### src/hdl/sfdp_consts.svh
// Purpose: constants for the serial flash data protection block
// Assumes: included by its bare name from hdl/
// Notes: opcodes, register indices, field positions, reset values
`ifndef SFDP_CONSTS_SVH
`define SFDP_CONSTS_SVH

// ----------------------------------------------------------------
// command opcodes
// ----------------------------------------------------------------
`define SFDP_OP_WRITE_STATUS 8'h01
`define SFDP_OP_PAGE_PROG 8'h02
`define SFDP_OP_WRITE_DISABLE 8'h04
`define SFDP_OP_WRITE_ENABLE 8'h06
`define SFDP_OP_SECTOR_ERASE 8'h20
`define SFDP_OP_REGION_PROT_PROG 8'h2F
`define SFDP_OP_CLEAR_STATUS 8'h30
`define SFDP_OP_QUAD_PAGE_PROG 8'h32
`define SFDP_OP_SEC_PROG 8'h42
`define SFDP_OP_LEARN_NV_PROG 8'h43
`define SFDP_OP_SEC_ERASE 8'h44
`define SFDP_OP_SEC_READ 8'h48
`define SFDP_OP_LEARN_V_WRITE 8'h4A
`define SFDP_OP_VOL_WRITE_ENABLE 8'h50
`define SFDP_OP_HALF_BLOCK_ERASE 8'h52
`define SFDP_OP_CHIP_ERASE_ALT 8'h60
`define SFDP_OP_RESET_ENABLE 8'h66
`define SFDP_OP_ANY_REG_WRITE 8'h71
`define SFDP_OP_SET_BURST_LEN 8'h77
`define SFDP_OP_RESET 8'h99
`define SFDP_OP_PWR_UP 8'hAB
`define SFDP_OP_PWR_DOWN 8'hB9
`define SFDP_OP_CHIP_ERASE 8'hC7
`define SFDP_OP_BLOCK_ERASE 8'hD8
`define SFDP_OP_PASSWORD_PROG 8'hE8
`define SFDP_OP_SET_POINTER 8'hFB

// ----------------------------------------------------------------
// frame and secure space
// ----------------------------------------------------------------
`define SFDP_MAX_BYTES 3'h5
`define SFDP_ADDR_BYTES 3'h4
`define SFDP_ONE_DATA 3'h2
`define SFDP_LAST_BIT 3'h7
`define SFDP_SEC_SIZE 24'h000400
`define SFDP_LOCK_LSB 3'h2

// ----------------------------------------------------------------
// register file indices and any-register addresses
// ----------------------------------------------------------------
`define SFDP_NREG 10
`define SFDP_R_SR1NV 0
`define SFDP_R_CR1NV 1
`define SFDP_R_CR2NV 2
`define SFDP_R_CR3NV 3
`define SFDP_R_SR1V 4
`define SFDP_R_CR1V 5
`define SFDP_R_CR2V 6
`define SFDP_R_VOLATILE_CONFIG_REG_3 7
`define SFDP_R_DLRNV 8
`define SFDP_R_DLRV 9
`define SFDP_A_SR1NV 24'h000000
`define SFDP_A_CR1NV 24'h000002
`define SFDP_A_CR2NV 24'h000003
`define SFDP_A_CR3NV 24'h000004
`define SFDP_A_DLRNV 24'h000010
`define SFDP_A_POINTER 24'h000021
`define SFDP_A_SR1V 24'h800000
`define SFDP_A_CR1V 24'h800002
`define SFDP_A_CR2V 24'h800003
`define SFDP_A_VOLATILE_CONFIG_REG_3 24'h800004
`define SFDP_A_DLRV 24'h800010
`define SFDP_A_NONE 24'hFFFFFF

// ----------------------------------------------------------------
// software port offsets
// ----------------------------------------------------------------
`define SFDP_P_SR2V 4'hA
`define SFDP_P_REGION_PROT 4'hB
`define SFDP_P_PROT_REG 4'hC
`define SFDP_P_FLAGS 4'hD

// ----------------------------------------------------------------
// field positions
// ----------------------------------------------------------------
`define SFDP_SR1_SP 7
`define SFDP_CR1_LD 0
`define SFDP_CR1_QUAD 1
`define SFDP_CR2_QCM 3
`define SFDP_CR2_SEL 2
`define SFDP_IRP_PWD 2
`define SFDP_IRP_RDP 6
`define SFDP_PR_LOCK 0
`define SFDP_SR2_PERR 5
`define SFDP_SR2_EERR 6
`define SFDP_PTR_EN_BIT 10
`define SFDP_PTR_EN_DATA 2
`define SFDP_IRP_OTP_OK 3'h7

// ----------------------------------------------------------------
// masks and reset values
// ----------------------------------------------------------------
`define SFDP_WM_SR1 8'hFC
`define SFDP_WM_CR1 8'h42
`define SFDP_WM_ALL 8'hFF
`define SFDP_SM_CR1NV 8'h3C
`define SFDP_SM_OTP 8'h01
`define SFDP_KEEP_CR1V 8'h01
`define SFDP_ZERO8 8'h00
`define SFDP_RST_SR1 8'h00
`define SFDP_RST_CR1 8'h00
`define SFDP_RST_CR2 8'h00
`define SFDP_RST_CR3 8'h00
`define SFDP_RST_DLR 8'h00
`define SFDP_RST_REGION_PROT 8'hFF
`define SFDP_RST_PROT_REG 8'h00

`endif

### src/hdl/sfdp_pkg.sv
// Purpose: types for the serial flash data protection block
// Assumes: nothing
// Notes: request carriers toward the array and secure store
package sfdp_pkg;

  typedef struct packed {
    logic valid;
    logic erase;
    logic [9:0] addr;
  } sfdp_sec_op_t;

  typedef struct packed {
    logic valid;
    logic allowed;
    logic in_range;
    logic [9:0] addr;
  } sfdp_sec_rd_t;

  typedef struct packed {
    logic valid;
    logic erase;
    logic [23:0] addr;
  } sfdp_arr_op_t;

endpackage

### src/hdl/sfdp_protect.sv
// Purpose: command side write and read protection of a serial flash
// Assumes: spi mode 0 pins sampled by clk; hit inputs from same clock
// Notes: non-volatile copies are flops reset only by rst_b
`timescale 1ns/1ps
`default_nettype none
`include "sfdp_consts.svh"

// Summary of operation
// - secure space is 1024 bytes, four 256-byte regions, each lockable
// - secure read behaves as fast read; beyond 1024 bytes data undefined
// - region 3 read blocked when password and read-protect bits clear, lock clear
// - out-of-range secure program ignored, no program error flag
// - out-of-range secure erase ignored, no erase error flag
// - regions 2 and 3 protected from program and erase in password mode
// - four secure lock bits start unlocked, set once, then permanent
// - global lock bit also write-protects all secure regions
// - in deep power down only release command (ABh) and rst_b act; 66h and 99h ignored
// - write enable command sets the write enable latch
// - latch cleared by reset and by each modifying command except set burst length (77h)
// - status protect bit with pin low blocks register writes
// - lock-down bit blocks all register writes but volatile config register 3 until power cycle
// - otp protect bit writable only with protection bits 111, then permanent
// - status protect bit reloads from its non-volatile copy on software reset; rst_b clears both copies
// - quad or quad command mode forces internal protect level high
// - progress, latch and suspend bits read-only to register writes
// - write enable targets non-volatile copies, volatile enable the volatile ones
// - volatile config register 3 ignores protect bits
// - select bit picks legacy or individual block protection
// - pointer region protection enabled by enable field zero, ORed in
module sfdp_protect (
  input wire logic clk,
  input wire logic rst_b,
  input wire logic spi_clk,
  input wire logic spi_cs_b,
  input wire logic spi_mosi,
  input wire logic wp_b,
  input wire logic write_in_progress_flag,
  input wire logic suspend_flag,
  input wire logic legacy_block_protection_hit,
  input wire logic individual_block_lock_hit,
  input wire logic pointer_region_hit,
  input wire logic [3:0] reg_addr,
  input wire logic [7:0] reg_wdata,
  input wire logic reg_wr,
  input wire logic reg_rd,
  output logic [7:0] reg_rdata,
  output sfdp_pkg::sfdp_sec_op_t sec_op,
  output sfdp_pkg::sfdp_sec_rd_t sec_rd,
  output sfdp_pkg::sfdp_arr_op_t arr_op,
  output logic array_protected,
  output logic regs_locked,
  output logic deep_power_down,
  output logic write_enable_latch
);

  // ----------------------------------------------------------------
  // per-register tables
  // ----------------------------------------------------------------
  function automatic logic [23:0] reg_map(input int i);
    case (i)
      `SFDP_R_SR1NV: reg_map = `SFDP_A_SR1NV;
      `SFDP_R_CR1NV: reg_map = `SFDP_A_CR1NV;
      `SFDP_R_CR2NV: reg_map = `SFDP_A_CR2NV;
      `SFDP_R_CR3NV: reg_map = `SFDP_A_CR3NV;
      `SFDP_R_SR1V: reg_map = `SFDP_A_SR1V;
      `SFDP_R_CR1V: reg_map = `SFDP_A_CR1V;
      `SFDP_R_CR2V: reg_map = `SFDP_A_CR2V;
      `SFDP_R_VOLATILE_CONFIG_REG_3: reg_map = `SFDP_A_VOLATILE_CONFIG_REG_3;
      `SFDP_R_DLRNV: reg_map = `SFDP_A_DLRNV;
      `SFDP_R_DLRV: reg_map = `SFDP_A_DLRV;
      default: reg_map = `SFDP_A_NONE;
    endcase
  endfunction

  function automatic logic [7:0] reset_val(input int i);
    case (i)
      `SFDP_R_SR1NV, `SFDP_R_SR1V: reset_val = `SFDP_RST_SR1;
      `SFDP_R_CR1NV, `SFDP_R_CR1V: reset_val = `SFDP_RST_CR1;
      `SFDP_R_CR2NV, `SFDP_R_CR2V: reset_val = `SFDP_RST_CR2;
      `SFDP_R_CR3NV, `SFDP_R_VOLATILE_CONFIG_REG_3: reset_val = `SFDP_RST_CR3;
      default: reset_val = `SFDP_RST_DLR;
    endcase
  endfunction

  // plain writable bits; status and suspend bits never writable
  function automatic logic [7:0] write_mask(input int i);
    case (i)
      `SFDP_R_SR1NV, `SFDP_R_SR1V: write_mask = `SFDP_WM_SR1;
      `SFDP_R_CR1NV, `SFDP_R_CR1V: write_mask = `SFDP_WM_CR1;
      default: write_mask = `SFDP_WM_ALL;
    endcase
  endfunction

  function automatic logic clears_latch(input logic [7:0] op);
    case (op)
      `SFDP_OP_PAGE_PROG, `SFDP_OP_QUAD_PAGE_PROG, `SFDP_OP_SECTOR_ERASE,
      `SFDP_OP_HALF_BLOCK_ERASE, `SFDP_OP_BLOCK_ERASE, `SFDP_OP_CHIP_ERASE,
      `SFDP_OP_CHIP_ERASE_ALT, `SFDP_OP_WRITE_DISABLE, `SFDP_OP_WRITE_STATUS,
      `SFDP_OP_ANY_REG_WRITE, `SFDP_OP_SEC_ERASE, `SFDP_OP_SEC_PROG,
      `SFDP_OP_REGION_PROT_PROG, `SFDP_OP_PASSWORD_PROG, `SFDP_OP_CLEAR_STATUS,
      `SFDP_OP_SET_POINTER, `SFDP_OP_LEARN_NV_PROG, `SFDP_OP_LEARN_V_WRITE,
      `SFDP_OP_RESET: clears_latch = 1'b1;
      default: clears_latch = 1'b0;
    endcase
  endfunction

  // ----------------------------------------------------------------
  // pin capture and frame assembly
  // ----------------------------------------------------------------
  logic [3:0] pin_s;
  logic sclk_prev_q;
  logic cs_prev_q;
  logic [2:0] bit_q;
  logic [2:0] nbyte_q;
  logic [7:0] shift_q;
  logic [7:0] byte_q [0:4];

  sfdp_sync u_sync (
    .clk(clk),
    .rst_b(rst_b),
    .d({spi_clk, spi_cs_b, spi_mosi, wp_b}),
    .q(pin_s)
  );

  wire sclk_s = pin_s[3];
  wire cs_b_s = pin_s[2];
  wire mosi_s = pin_s[1];
  wire wp_s = pin_s[0];
  wire sclk_rise = sclk_s & ~sclk_prev_q & ~cs_b_s;
  wire frame_end = cs_b_s & ~cs_prev_q;
  wire [7:0] byte_in = {shift_q[6:0], mosi_s};
  wire byte_done = sclk_rise & (bit_q == `SFDP_LAST_BIT);

  always_ff @(posedge clk or negedge rst_b) begin
    if (!rst_b) begin
      sclk_prev_q <= 1'b0;
      cs_prev_q <= 1'b1;
    end else begin
      sclk_prev_q <= sclk_s;
      cs_prev_q <= cs_b_s;
    end
  end

  always_ff @(posedge clk or negedge rst_b) begin
    if (!rst_b) begin
      bit_q <= 3'h0;
      nbyte_q <= 3'h0;
      shift_q <= 8'h00;
    end else if (cs_b_s) begin
      bit_q <= 3'h0;
      nbyte_q <= 3'h0;
    end else if (sclk_rise) begin
      shift_q <= byte_in;
      bit_q <= bit_q + 3'h1;
      if (byte_done && nbyte_q != `SFDP_MAX_BYTES) begin
        nbyte_q <= nbyte_q + 3'h1;
      end
    end
  end

  genvar b;
  generate
    for (b = 0; b < 5; b = b + 1) begin : g_byte
      always_ff @(posedge clk or negedge rst_b) begin
        if (!rst_b) begin
          byte_q[b] <= 8'h00;
        end else if (byte_done && nbyte_q == 3'(b)) begin
          byte_q[b] <= byte_in;
        end
      end
    end
  endgenerate

  // ----------------------------------------------------------------
  // command decode
  // ----------------------------------------------------------------
  logic wel_q;
  logic vwe_q;
  logic dpd_q;
  logic rst_en_q;
  logic ptr_dis_q;
  logic [7:0] irp_q;
  logic [7:0] pr_q;
  logic [7:0] sr2v_q;
  logic [7:0] reg_q [0:`SFDP_NREG-1];

  wire [7:0] opc = byte_q[0];
  wire [23:0] addr = {byte_q[1], byte_q[2], byte_q[3]};
  wire exec = frame_end & (nbyte_q != 3'h0) & (bit_q == 3'h0);
  wire cmd_ok = exec & (~dpd_q | (opc == `SFDP_OP_PWR_UP));
  wire has_addr = nbyte_q >= `SFDP_ADDR_BYTES;
  wire has_data = nbyte_q >= `SFDP_ONE_DATA;
  wire h_write_enable_cmd = cmd_ok & (opc == `SFDP_OP_WRITE_ENABLE);
  wire h_volatile_write_enable_cmd = cmd_ok & (opc == `SFDP_OP_VOL_WRITE_ENABLE);
  wire h_status = cmd_ok & (opc == `SFDP_OP_WRITE_STATUS);
  wire h_anyreg = cmd_ok & (opc == `SFDP_OP_ANY_REG_WRITE);
  wire h_burst = cmd_ok & (opc == `SFDP_OP_SET_BURST_LEN);
  wire h_ptr = cmd_ok & (opc == `SFDP_OP_SET_POINTER);
  wire h_clear_status_cmd = cmd_ok & (opc == `SFDP_OP_CLEAR_STATUS);
  wire h_sprog = cmd_ok & (opc == `SFDP_OP_SEC_PROG);
  wire h_serase = cmd_ok & (opc == `SFDP_OP_SEC_ERASE);
  wire h_sread = cmd_ok & (opc == `SFDP_OP_SEC_READ);
  wire h_lnv = cmd_ok & (opc == `SFDP_OP_LEARN_NV_PROG);
  wire h_lv = cmd_ok & (opc == `SFDP_OP_LEARN_V_WRITE);
  wire h_down = cmd_ok & (opc == `SFDP_OP_PWR_DOWN);
  wire h_up = cmd_ok & (opc == `SFDP_OP_PWR_UP);
  wire sw_rst = cmd_ok & (opc == `SFDP_OP_RESET) & rst_en_q;
  wire h_prog = cmd_ok & ((opc == `SFDP_OP_PAGE_PROG) | (opc == `SFDP_OP_QUAD_PAGE_PROG));
  wire h_erase = cmd_ok & ((opc == `SFDP_OP_SECTOR_ERASE) |
      (opc == `SFDP_OP_HALF_BLOCK_ERASE) | (opc == `SFDP_OP_BLOCK_ERASE) |
      (opc == `SFDP_OP_CHIP_ERASE) | (opc == `SFDP_OP_CHIP_ERASE_ALT));

  // ----------------------------------------------------------------
  // register protection
  // ----------------------------------------------------------------
  wire [7:0] sr1v = reg_q[`SFDP_R_SR1V];
  wire [7:0] cr1v = reg_q[`SFDP_R_CR1V];
  wire [7:0] cr2v = reg_q[`SFDP_R_CR2V];
  wire [7:0] cr1nv = reg_q[`SFDP_R_CR1NV];
  wire wp_level = wp_s | cr1v[`SFDP_CR1_QUAD] | cr2v[`SFDP_CR2_QCM];
  wire lock_all = cr1v[`SFDP_CR1_LD] |
      (sr1v[`SFDP_SR1_SP] & ~wp_level);
  wire otp_ok = irp_q[2:0] == `SFDP_IRP_OTP_OK;
  wire do_status = h_status & (wel_q | vwe_q);
  wire do_anyreg = h_anyreg & wel_q & (nbyte_q == `SFDP_MAX_BYTES);

  genvar i;
  generate
    for (i = 0; i < `SFDP_NREG; i = i + 1) begin : g_reg
      localparam int SLOT = i % 4;
      localparam bit IS_NV4 = i < 4;
      localparam bit IS_V4 = (i >= 4) && (i < 8);
      localparam bit HAS_PAIR = IS_V4 || (i == `SFDP_R_DLRV);
      localparam int PAIR = (i == `SFDP_R_DLRV) ? `SFDP_R_DLRNV : SLOT;
      // 06h then 01h hits non-volatile, 50h then 01h hits volatile
      wire st_sel = do_status & ((IS_NV4 & ~vwe_q) | (IS_V4 & vwe_q)) &
          (nbyte_q > 3'(SLOT + 1));
      wire ar_sel = do_anyreg & (addr == reg_map(i));
      wire ex_sel = (i == `SFDP_R_VOLATILE_CONFIG_REG_3) ? h_burst & has_data :
          (i == `SFDP_R_DLRNV) ? h_lnv & wel_q & has_data :
          (i == `SFDP_R_DLRV) ? (h_lnv | h_lv) & wel_q & has_data : 1'b0;
      wire allowed = (i == `SFDP_R_VOLATILE_CONFIG_REG_3) | ~lock_all;
      wire we = (st_sel | ar_sel | ex_sel) & allowed;
      wire [7:0] wd = st_sel ? byte_q[SLOT + 1] : ar_sel ? byte_q[4] : byte_q[1];
      wire [7:0] wm = ((i == `SFDP_R_DLRNV) && (reg_q[i] != `SFDP_ZERO8)) ?
          `SFDP_ZERO8 : write_mask(i);
      // lock bits set-only; otp bit only with protection bits all ones
      wire [7:0] sm = (i == `SFDP_R_CR1NV) ?
          (`SFDP_SM_CR1NV | (otp_ok ? `SFDP_SM_OTP : `SFDP_ZERO8)) :
          (i == `SFDP_R_CR1V) ? `SFDP_SM_OTP : `SFDP_ZERO8;
      wire [7:0] keep = (i == `SFDP_R_CR1V) ? `SFDP_KEEP_CR1V : `SFDP_ZERO8;
      wire [7:0] nxt = (reg_q[i] & ~(wm | sm)) | (wd & wm) | ((reg_q[i] | wd) & sm);
      wire [7:0] reload = (reg_q[PAIR] & ~keep) | (reg_q[i] & keep);
      always_ff @(posedge clk or negedge rst_b) begin
        if (!rst_b) begin
          reg_q[i] <= reset_val(i);
        end else if (sw_rst && HAS_PAIR) begin
          reg_q[i] <= reload;
        end else if (we) begin
          reg_q[i] <= nxt;
        end
      end
    end
  endgenerate

  // ----------------------------------------------------------------
  // latches and mode state
  // ----------------------------------------------------------------
  always_ff @(posedge clk or negedge rst_b) begin
    if (!rst_b) begin
      wel_q <= 1'b0;
      vwe_q <= 1'b0;
      rst_en_q <= 1'b0;
      dpd_q <= 1'b0;
    end else begin
      wel_q <= h_write_enable_cmd | (wel_q & ~(cmd_ok & clears_latch(opc)));
      vwe_q <= cmd_ok ? h_volatile_write_enable_cmd : vwe_q;
      rst_en_q <= cmd_ok ? (opc == `SFDP_OP_RESET_ENABLE) : rst_en_q;
      dpd_q <= h_down | (dpd_q & ~h_up);
    end
  end

  always_ff @(posedge clk or negedge rst_b) begin
    if (!rst_b) begin
      ptr_dis_q <= 1'b1;
    end else if (h_ptr && wel_q && has_addr) begin
      ptr_dis_q <= addr[`SFDP_PTR_EN_BIT];
    end else if (do_anyreg && addr == `SFDP_A_POINTER) begin
      ptr_dis_q <= byte_q[4][`SFDP_PTR_EN_DATA];
    end
  end

  always_ff @(posedge clk or negedge rst_b) begin
    if (!rst_b) begin
      irp_q <= `SFDP_RST_REGION_PROT;
      pr_q <= `SFDP_RST_PROT_REG;
    end else if (reg_wr) begin
      irp_q <= (reg_addr == `SFDP_P_REGION_PROT) ? reg_wdata : irp_q;
      pr_q <= (reg_addr == `SFDP_P_PROT_REG) ? reg_wdata : pr_q;
    end
  end

  // ----------------------------------------------------------------
  // secure regions
  // ----------------------------------------------------------------
  wire [1:0] region = addr[9:8];
  wire in_range = addr < `SFDP_SEC_SIZE;
  wire region_locked = cr1nv[3'(region) + `SFDP_LOCK_LSB] |
      pr_q[`SFDP_PR_LOCK] |
      (~irp_q[`SFDP_IRP_PWD] & region[1]);
  wire sec_wr = (h_sprog | h_serase) & wel_q & has_addr;
  wire sec_go = sec_wr & in_range & ~region_locked;
  wire sec_err = sec_wr & in_range & region_locked;
  wire rd_block = (region == 2'h3) & ~irp_q[`SFDP_IRP_PWD] &
      ~irp_q[`SFDP_IRP_RDP] & ~pr_q[`SFDP_PR_LOCK];
  wire [7:0] err_set = {1'b0, sec_err & h_serase, sec_err & h_sprog, 5'h00};
  wire [7:0] err_clr = {1'b0, h_clear_status_cmd, h_clear_status_cmd, 5'h00};

  always_ff @(posedge clk or negedge rst_b) begin
    if (!rst_b) begin
      sr2v_q <= 8'h00;
      sec_op <= '0;
      sec_rd <= '0;
      arr_op <= '0;
    end else begin
      sr2v_q <= (sr2v_q & ~err_clr) | err_set;
      sec_op <= '{valid: sec_go, erase: h_serase, addr: addr[9:0]};
      sec_rd <= '{valid: h_sread & has_addr, allowed: ~rd_block,
          in_range: in_range, addr: addr[9:0]};
      arr_op <= '{valid: (h_prog | h_erase) & wel_q, erase: h_erase, addr: addr};
    end
  end

  // ----------------------------------------------------------------
  // array protection and software read port
  // ----------------------------------------------------------------
  wire block_hit = cr2v[`SFDP_CR2_SEL] ? individual_block_lock_hit :
      legacy_block_protection_hit;
  wire is_sr1 = (reg_addr == 4'(`SFDP_R_SR1NV)) | (reg_addr == 4'(`SFDP_R_SR1V));
  wire is_cr1 = (reg_addr == 4'(`SFDP_R_CR1NV)) | (reg_addr == 4'(`SFDP_R_CR1V));
  wire is_cr1v = reg_addr == 4'(`SFDP_R_CR1V);
  wire [7:0] raw = (reg_addr < 4'(`SFDP_NREG)) ? reg_q[reg_addr] : 8'h00;
  wire [7:0] view = is_sr1 ? {raw[7:2], wel_q, write_in_progress_flag} :
      is_cr1v ? {suspend_flag, raw[6], cr1nv[5:2], raw[1:0]} :
      is_cr1 ? {suspend_flag, raw[6:0]} : raw;
  wire [7:0] flags = {3'h0, ~ptr_dis_q, cr2v[`SFDP_CR2_SEL], vwe_q, wel_q, dpd_q};
  wire [7:0] rd_mux = (reg_addr < 4'(`SFDP_NREG)) ? view :
      (reg_addr == `SFDP_P_SR2V) ? sr2v_q :
      (reg_addr == `SFDP_P_REGION_PROT) ? irp_q :
      (reg_addr == `SFDP_P_PROT_REG) ? pr_q :
      (reg_addr == `SFDP_P_FLAGS) ? flags : 8'h00;

  logic arr_prot_q;
  logic locked_q;
  logic [7:0] rdata_q;

  always_ff @(posedge clk or negedge rst_b) begin
    if (!rst_b) begin
      arr_prot_q <= 1'b0;
      locked_q <= 1'b0;
      rdata_q <= 8'h00;
    end else begin
      arr_prot_q <= block_hit | (~ptr_dis_q & pointer_region_hit);
      locked_q <= lock_all;
      rdata_q <= reg_rd ? rd_mux : 8'h00;
    end
  end

  assign reg_rdata = rdata_q;
  assign array_protected = arr_prot_q;
  assign regs_locked = locked_q;
  assign deep_power_down = dpd_q;
  assign write_enable_latch = wel_q;

endmodule

`default_nettype wire

### src/hdl/sfdp_sync.sv
// Purpose: two-flop synchroniser for the serial pins
// Assumes: inputs are asynchronous to clk
// Notes: first stage is read by the second stage only
`timescale 1ns/1ps
`default_nettype none

module sfdp_sync (
  input wire logic clk,
  input wire logic rst_b,
  input wire logic [3:0] d,
  output logic [3:0] q
);

  logic [3:0] meta_q;
  logic [3:0] sync_q;

  always_ff @(posedge clk or negedge rst_b) begin
    if (!rst_b) begin
      meta_q <= 4'hF;
      sync_q <= 4'hF;
    end else begin
      meta_q <= d;
      sync_q <= meta_q;
    end
  end

  assign q = sync_q;

endmodule

`default_nettype wire

### config.mk
export PLATFORM = sky130hd
export DESIGN_NAME = sfdp_protect
export DESIGN_NICKNAME = d
export VERILOG_FILES = /design/src/hdl/sfdp_pkg.sv /design/src/hdl/sfdp_protect.sv /design/src/hdl/sfdp_sync.sv
export VERILOG_INCLUDE_DIRS = /design/src /design/src/hdl
export SDC_FILE = /design/constraint.sdc
export NUM_CORES = 1
export LEC_CHECK = 0
export BUFFER_PORTS_ARGS = -buffer_cell sky130_fd_sc_hd__buf_2
export CAP_MARGIN = 10
export CORE_MARGIN = 5
export CORE_UTILIZATION = 55
export CTS_CLUSTER_DIAMETER = 200
export DETAILED_ROUTE_END_ITERATION = 10
export PLACE_DENSITY_LB_ADDON = 0.05
export RECOVER_POWER = 25
export SYNTH_ARGS = -nofsm -noshare
export SYNTH_HDL_FRONTEND = slang
export SYNTH_SLANG_ARGS = --single-unit
export TNS_END_PERCENT = 10
### constraint.sdc
create_clock -name clk -period 4.1 [get_ports clk]
set_input_delay 0.41 -clock clk [delete_from_list [all_inputs] [get_ports clk]]
set_output_delay 0.41 -clock clk [all_outputs]
set_load 0.05 [all_outputs]
==> results.toml <==
[placed_design]
hpwl_um = 21210
gp_congestion = 0.9303
io_buffers = 87
pre_cts_slack_ps = 882.1

[floorplanning]
die_w_um = 143.5
io_pins = 88
dieHeight_um = 143.5
start_util_pct = 56.44
die_area_mm2 = 0.02058
row_count = 48
core_mm2 = 0.01736

[critical_path]
startpoint_type = "register"
crit_type = "reg2reg"
rr_startpoint = "u_sync.q[2]"
cp_slowest_cell = "dfstp_1"
cp.arrival_ps = 3760
worstPathRequired_ps = 4460
crit_family = "compound AO/OA/AOI/OAI gates"
crit_chain = "nand4bb_1, a21oi_1, nand3_1, o32ai_1, nand4_1, o21bai_1"
cp_max_fo = 9
crit_buf_inv = 0
max_stage_delay_ps = 670
startpoint = "u_sync.q[2]"
end_kind = "register"

[sta]
fin_worst_skew_ps = 12.39
setup_violations = 0
setup_tns_ps = 0
finalWorstSetupSlack_ps = 699.2
finalHoldViolCount = 0
rsz0062_at_grt = "no"
maxClockFrequency_ghz = 0.2940
timing.final.crit_share_pct = 82.95
drv_slew = 90
hold_slack_ps = 51.43
period_minus_slack_ps = 3401
slew_headroom_pct = -55.71
worst_pin_slew_ps = 2336

[cells_and_area]
nets = 970
layout_common_cells = "179 x dfrtp_1, 94 x mux2_2, 86 x buf_2"
drive_gt1_share_pct = 28.50
antennaDiodeCount = 0
final_common_cell = "dfrtp_1"
area_growth_pct = 10.77

[route]
initialDrtViolationCount = 778
wl_um = 29730
drtAntennaViolNets = 0
drc = 0
via_count = 7770
via_per_inst = 6.607
first_pass_iters = 5
detail_route.wl_per_cell_um = 25.28

[power_and_ir_drop]
power_frac_seq_pct = 53.0
power.leakage_nw = 5.009
peakVddDrop_uv = 334.4
p_per_area_mw_per_mm2 = 374.4
sw_frac_of_total_pct = 27.17
p_clk_share_pct = 41.3
p_switching_mw = 1.104
pwr-share-comb_pct = 5.7
internal_power_mw = 2.959

[clocking]
cts_buffers = 17
cts_setup_buffers = 0
cts.sinks = 197
cts_root_buffer = "clkbuf_16"
holdBufCountCts = 0
clk_pin_slew_ps = 80
post_cts_resized = 0
clk_latency_ps = 450
h-tree-depth = 4
clk_path_buf_depth = 2
cts_tree = "done"

[synth]
synth_nets = 926
ys_seq_elements = 197
synth-main-ff-cell = "dfrtp_1"
syn_inst = 894
yosysSeqAreaShare_pct = 50.56
async_reset_ff_share_pct = 100.0
synth-edff-count = 0
synth_warnings = 0
ys_types = 77
avgSynthCellArea_um2 = 10.96
synthesis.area_mm2 = 0.009796

[global_routing]
grt_first_pass_wirelength_um = 45450
grt_max_degree = 91
grt_pass1_vias = 7469
antenna_found_initial = 0
grt.total_usage_pct = 29.59
gr-total-overflow = 0

[run_status]
status = "finished with violations"
violations = "capacitance limit, slew limit"

[run]
cap_violations = 1

[hold_path]
min_path_type = "in2reg"
min_from = "spi_clk"
area by class of cell:
class                      instances  area [µm²]
multi-input combinational        598        4390
timing repair buffer              98       530.5
clock buffer                      17       425.4
clock inverter                    15       172.7
tap                              225       281.5
inverter                          26       97.59
sequential                       197        4952
fill                            1447        6506
registers in the layout (all words and copies together), names as in the netlist, 2 cells and up:
register and count:
g.reload 30, arr_op 26, addr 24, reg_q 16
byte_q 8, cr2v 8, irp_q 8, opc 8
pr_q 8, reg_rdata 8, cr1nv 7, shift_q 7
sr1v 6, u_sync.meta_q 4, u_sync.q 4, bit_q 3
cr1v 3, nbyte_q 3, sec_rd 3, sec_op 2
sr2v_q 2
per-layer routing:
layer	track usage, %	share of wire, %
met5	2.153	0.19
met2	43.56	45
met4	9.019	2.4
met1	44.62	43
met3	5.524	9.7
Yosys cell counts, drive strengths merged (7+ instances only):
cell | count | area [µm²]
o22ai | 24 | 150.1
a22o | 12 | 105.1
a21oi | 60 | 315.3
inv | 24 | 90.09
nand2 | 54 | 202.7
or4 | 9 | 75.07
buf | 29 | 188.9
dfstp | 18 | 473.0
mux2 | 95 | 1070
nor3 | 16 | 85.08
dfrtp | 179 | 4479
mux2i | 20 | 200.2
nand4 | 15 | 93.84
o21bai | 11 | 82.58
nand3 | 9 | 45.04
a221o | 13 | 130.1
o32ai | 7 | 80.08
clkbuf | 44 | 166.4
nor2b | 13 | 81.33
o21ai | 30 | 153.9
nor4 | 12 | 96.34
nand2b | 10 | 62.56
or2 | 10 | 62.56
ha | 7 | 87.58
mux4 | 7 | 157.7
nor2 | 63 | 236.5
power groups by stage:
stage / Sequential, mW / Clock, mW / Combinational, mW
after floorplan: 2.13 / 0 / 0.130
final: 2.15 / 1.68 / 0.232
after CTS: 2.15 / 1.70 / 0.234
after global placement: 2.19 / 0 / 0.226
after global routing: 2.16 / 1.79 / 0.256
after detailed placement: 2.19 / 0 / 0.234
worst paths after layout:
kind                       cells after the start            endpoint  slack [ps]
setup reg to reg                               6  g_reg[9].reload[3]         700
max in group asynchronous                      2            irp_q[4]        1970
hold reg to reg                                0         u_sync.q[0]         360
min in group asynchronous                      1          arr_op[24]         630
hold / removal                                 1    u_sync.meta_q[3]          50
setup / recovery                               6  g_reg[9].reload[3]         700
cells by family (layout without fill, tap and decap cells):
group | after synthesis | count (layout) | synth area share (%)
AOI/OAI and AO/OA | 213 | 213 | 15.02
xor gates and xnor gates | 4 | 4 | 0.3576
adders and majority gates | 7 | 7 | 0.8941
buffers and inverters | 99 | 156 | 4.624
DFF | 197 | 197 | 50.56
muxes | 122 | 122 | 14.57
and+or+nand+nor | 252 | 252 | 13.97
worst register-to-register path: cells and delay by family (launching register included):
kind            cells  cell delay [ps]
simple gates        3             1200
flops               1              670
compound gates      3             1450
stage by stage:
step	utilization (%)	power, mW	instances	instance area (µm²)
2_1_floorplan	-	2.264	894	9796
3_5_place_dp	59.12	2.423	1144	10260
4_1_cts	62.56	4.089	1176	10860
5_1_grt	62.51	4.204	1176	10850
6_report	62.51	4.063	1176	10850
3_3_place_gp	59.12	2.415	1144	10260
Power figures use the tool's default switching activity.
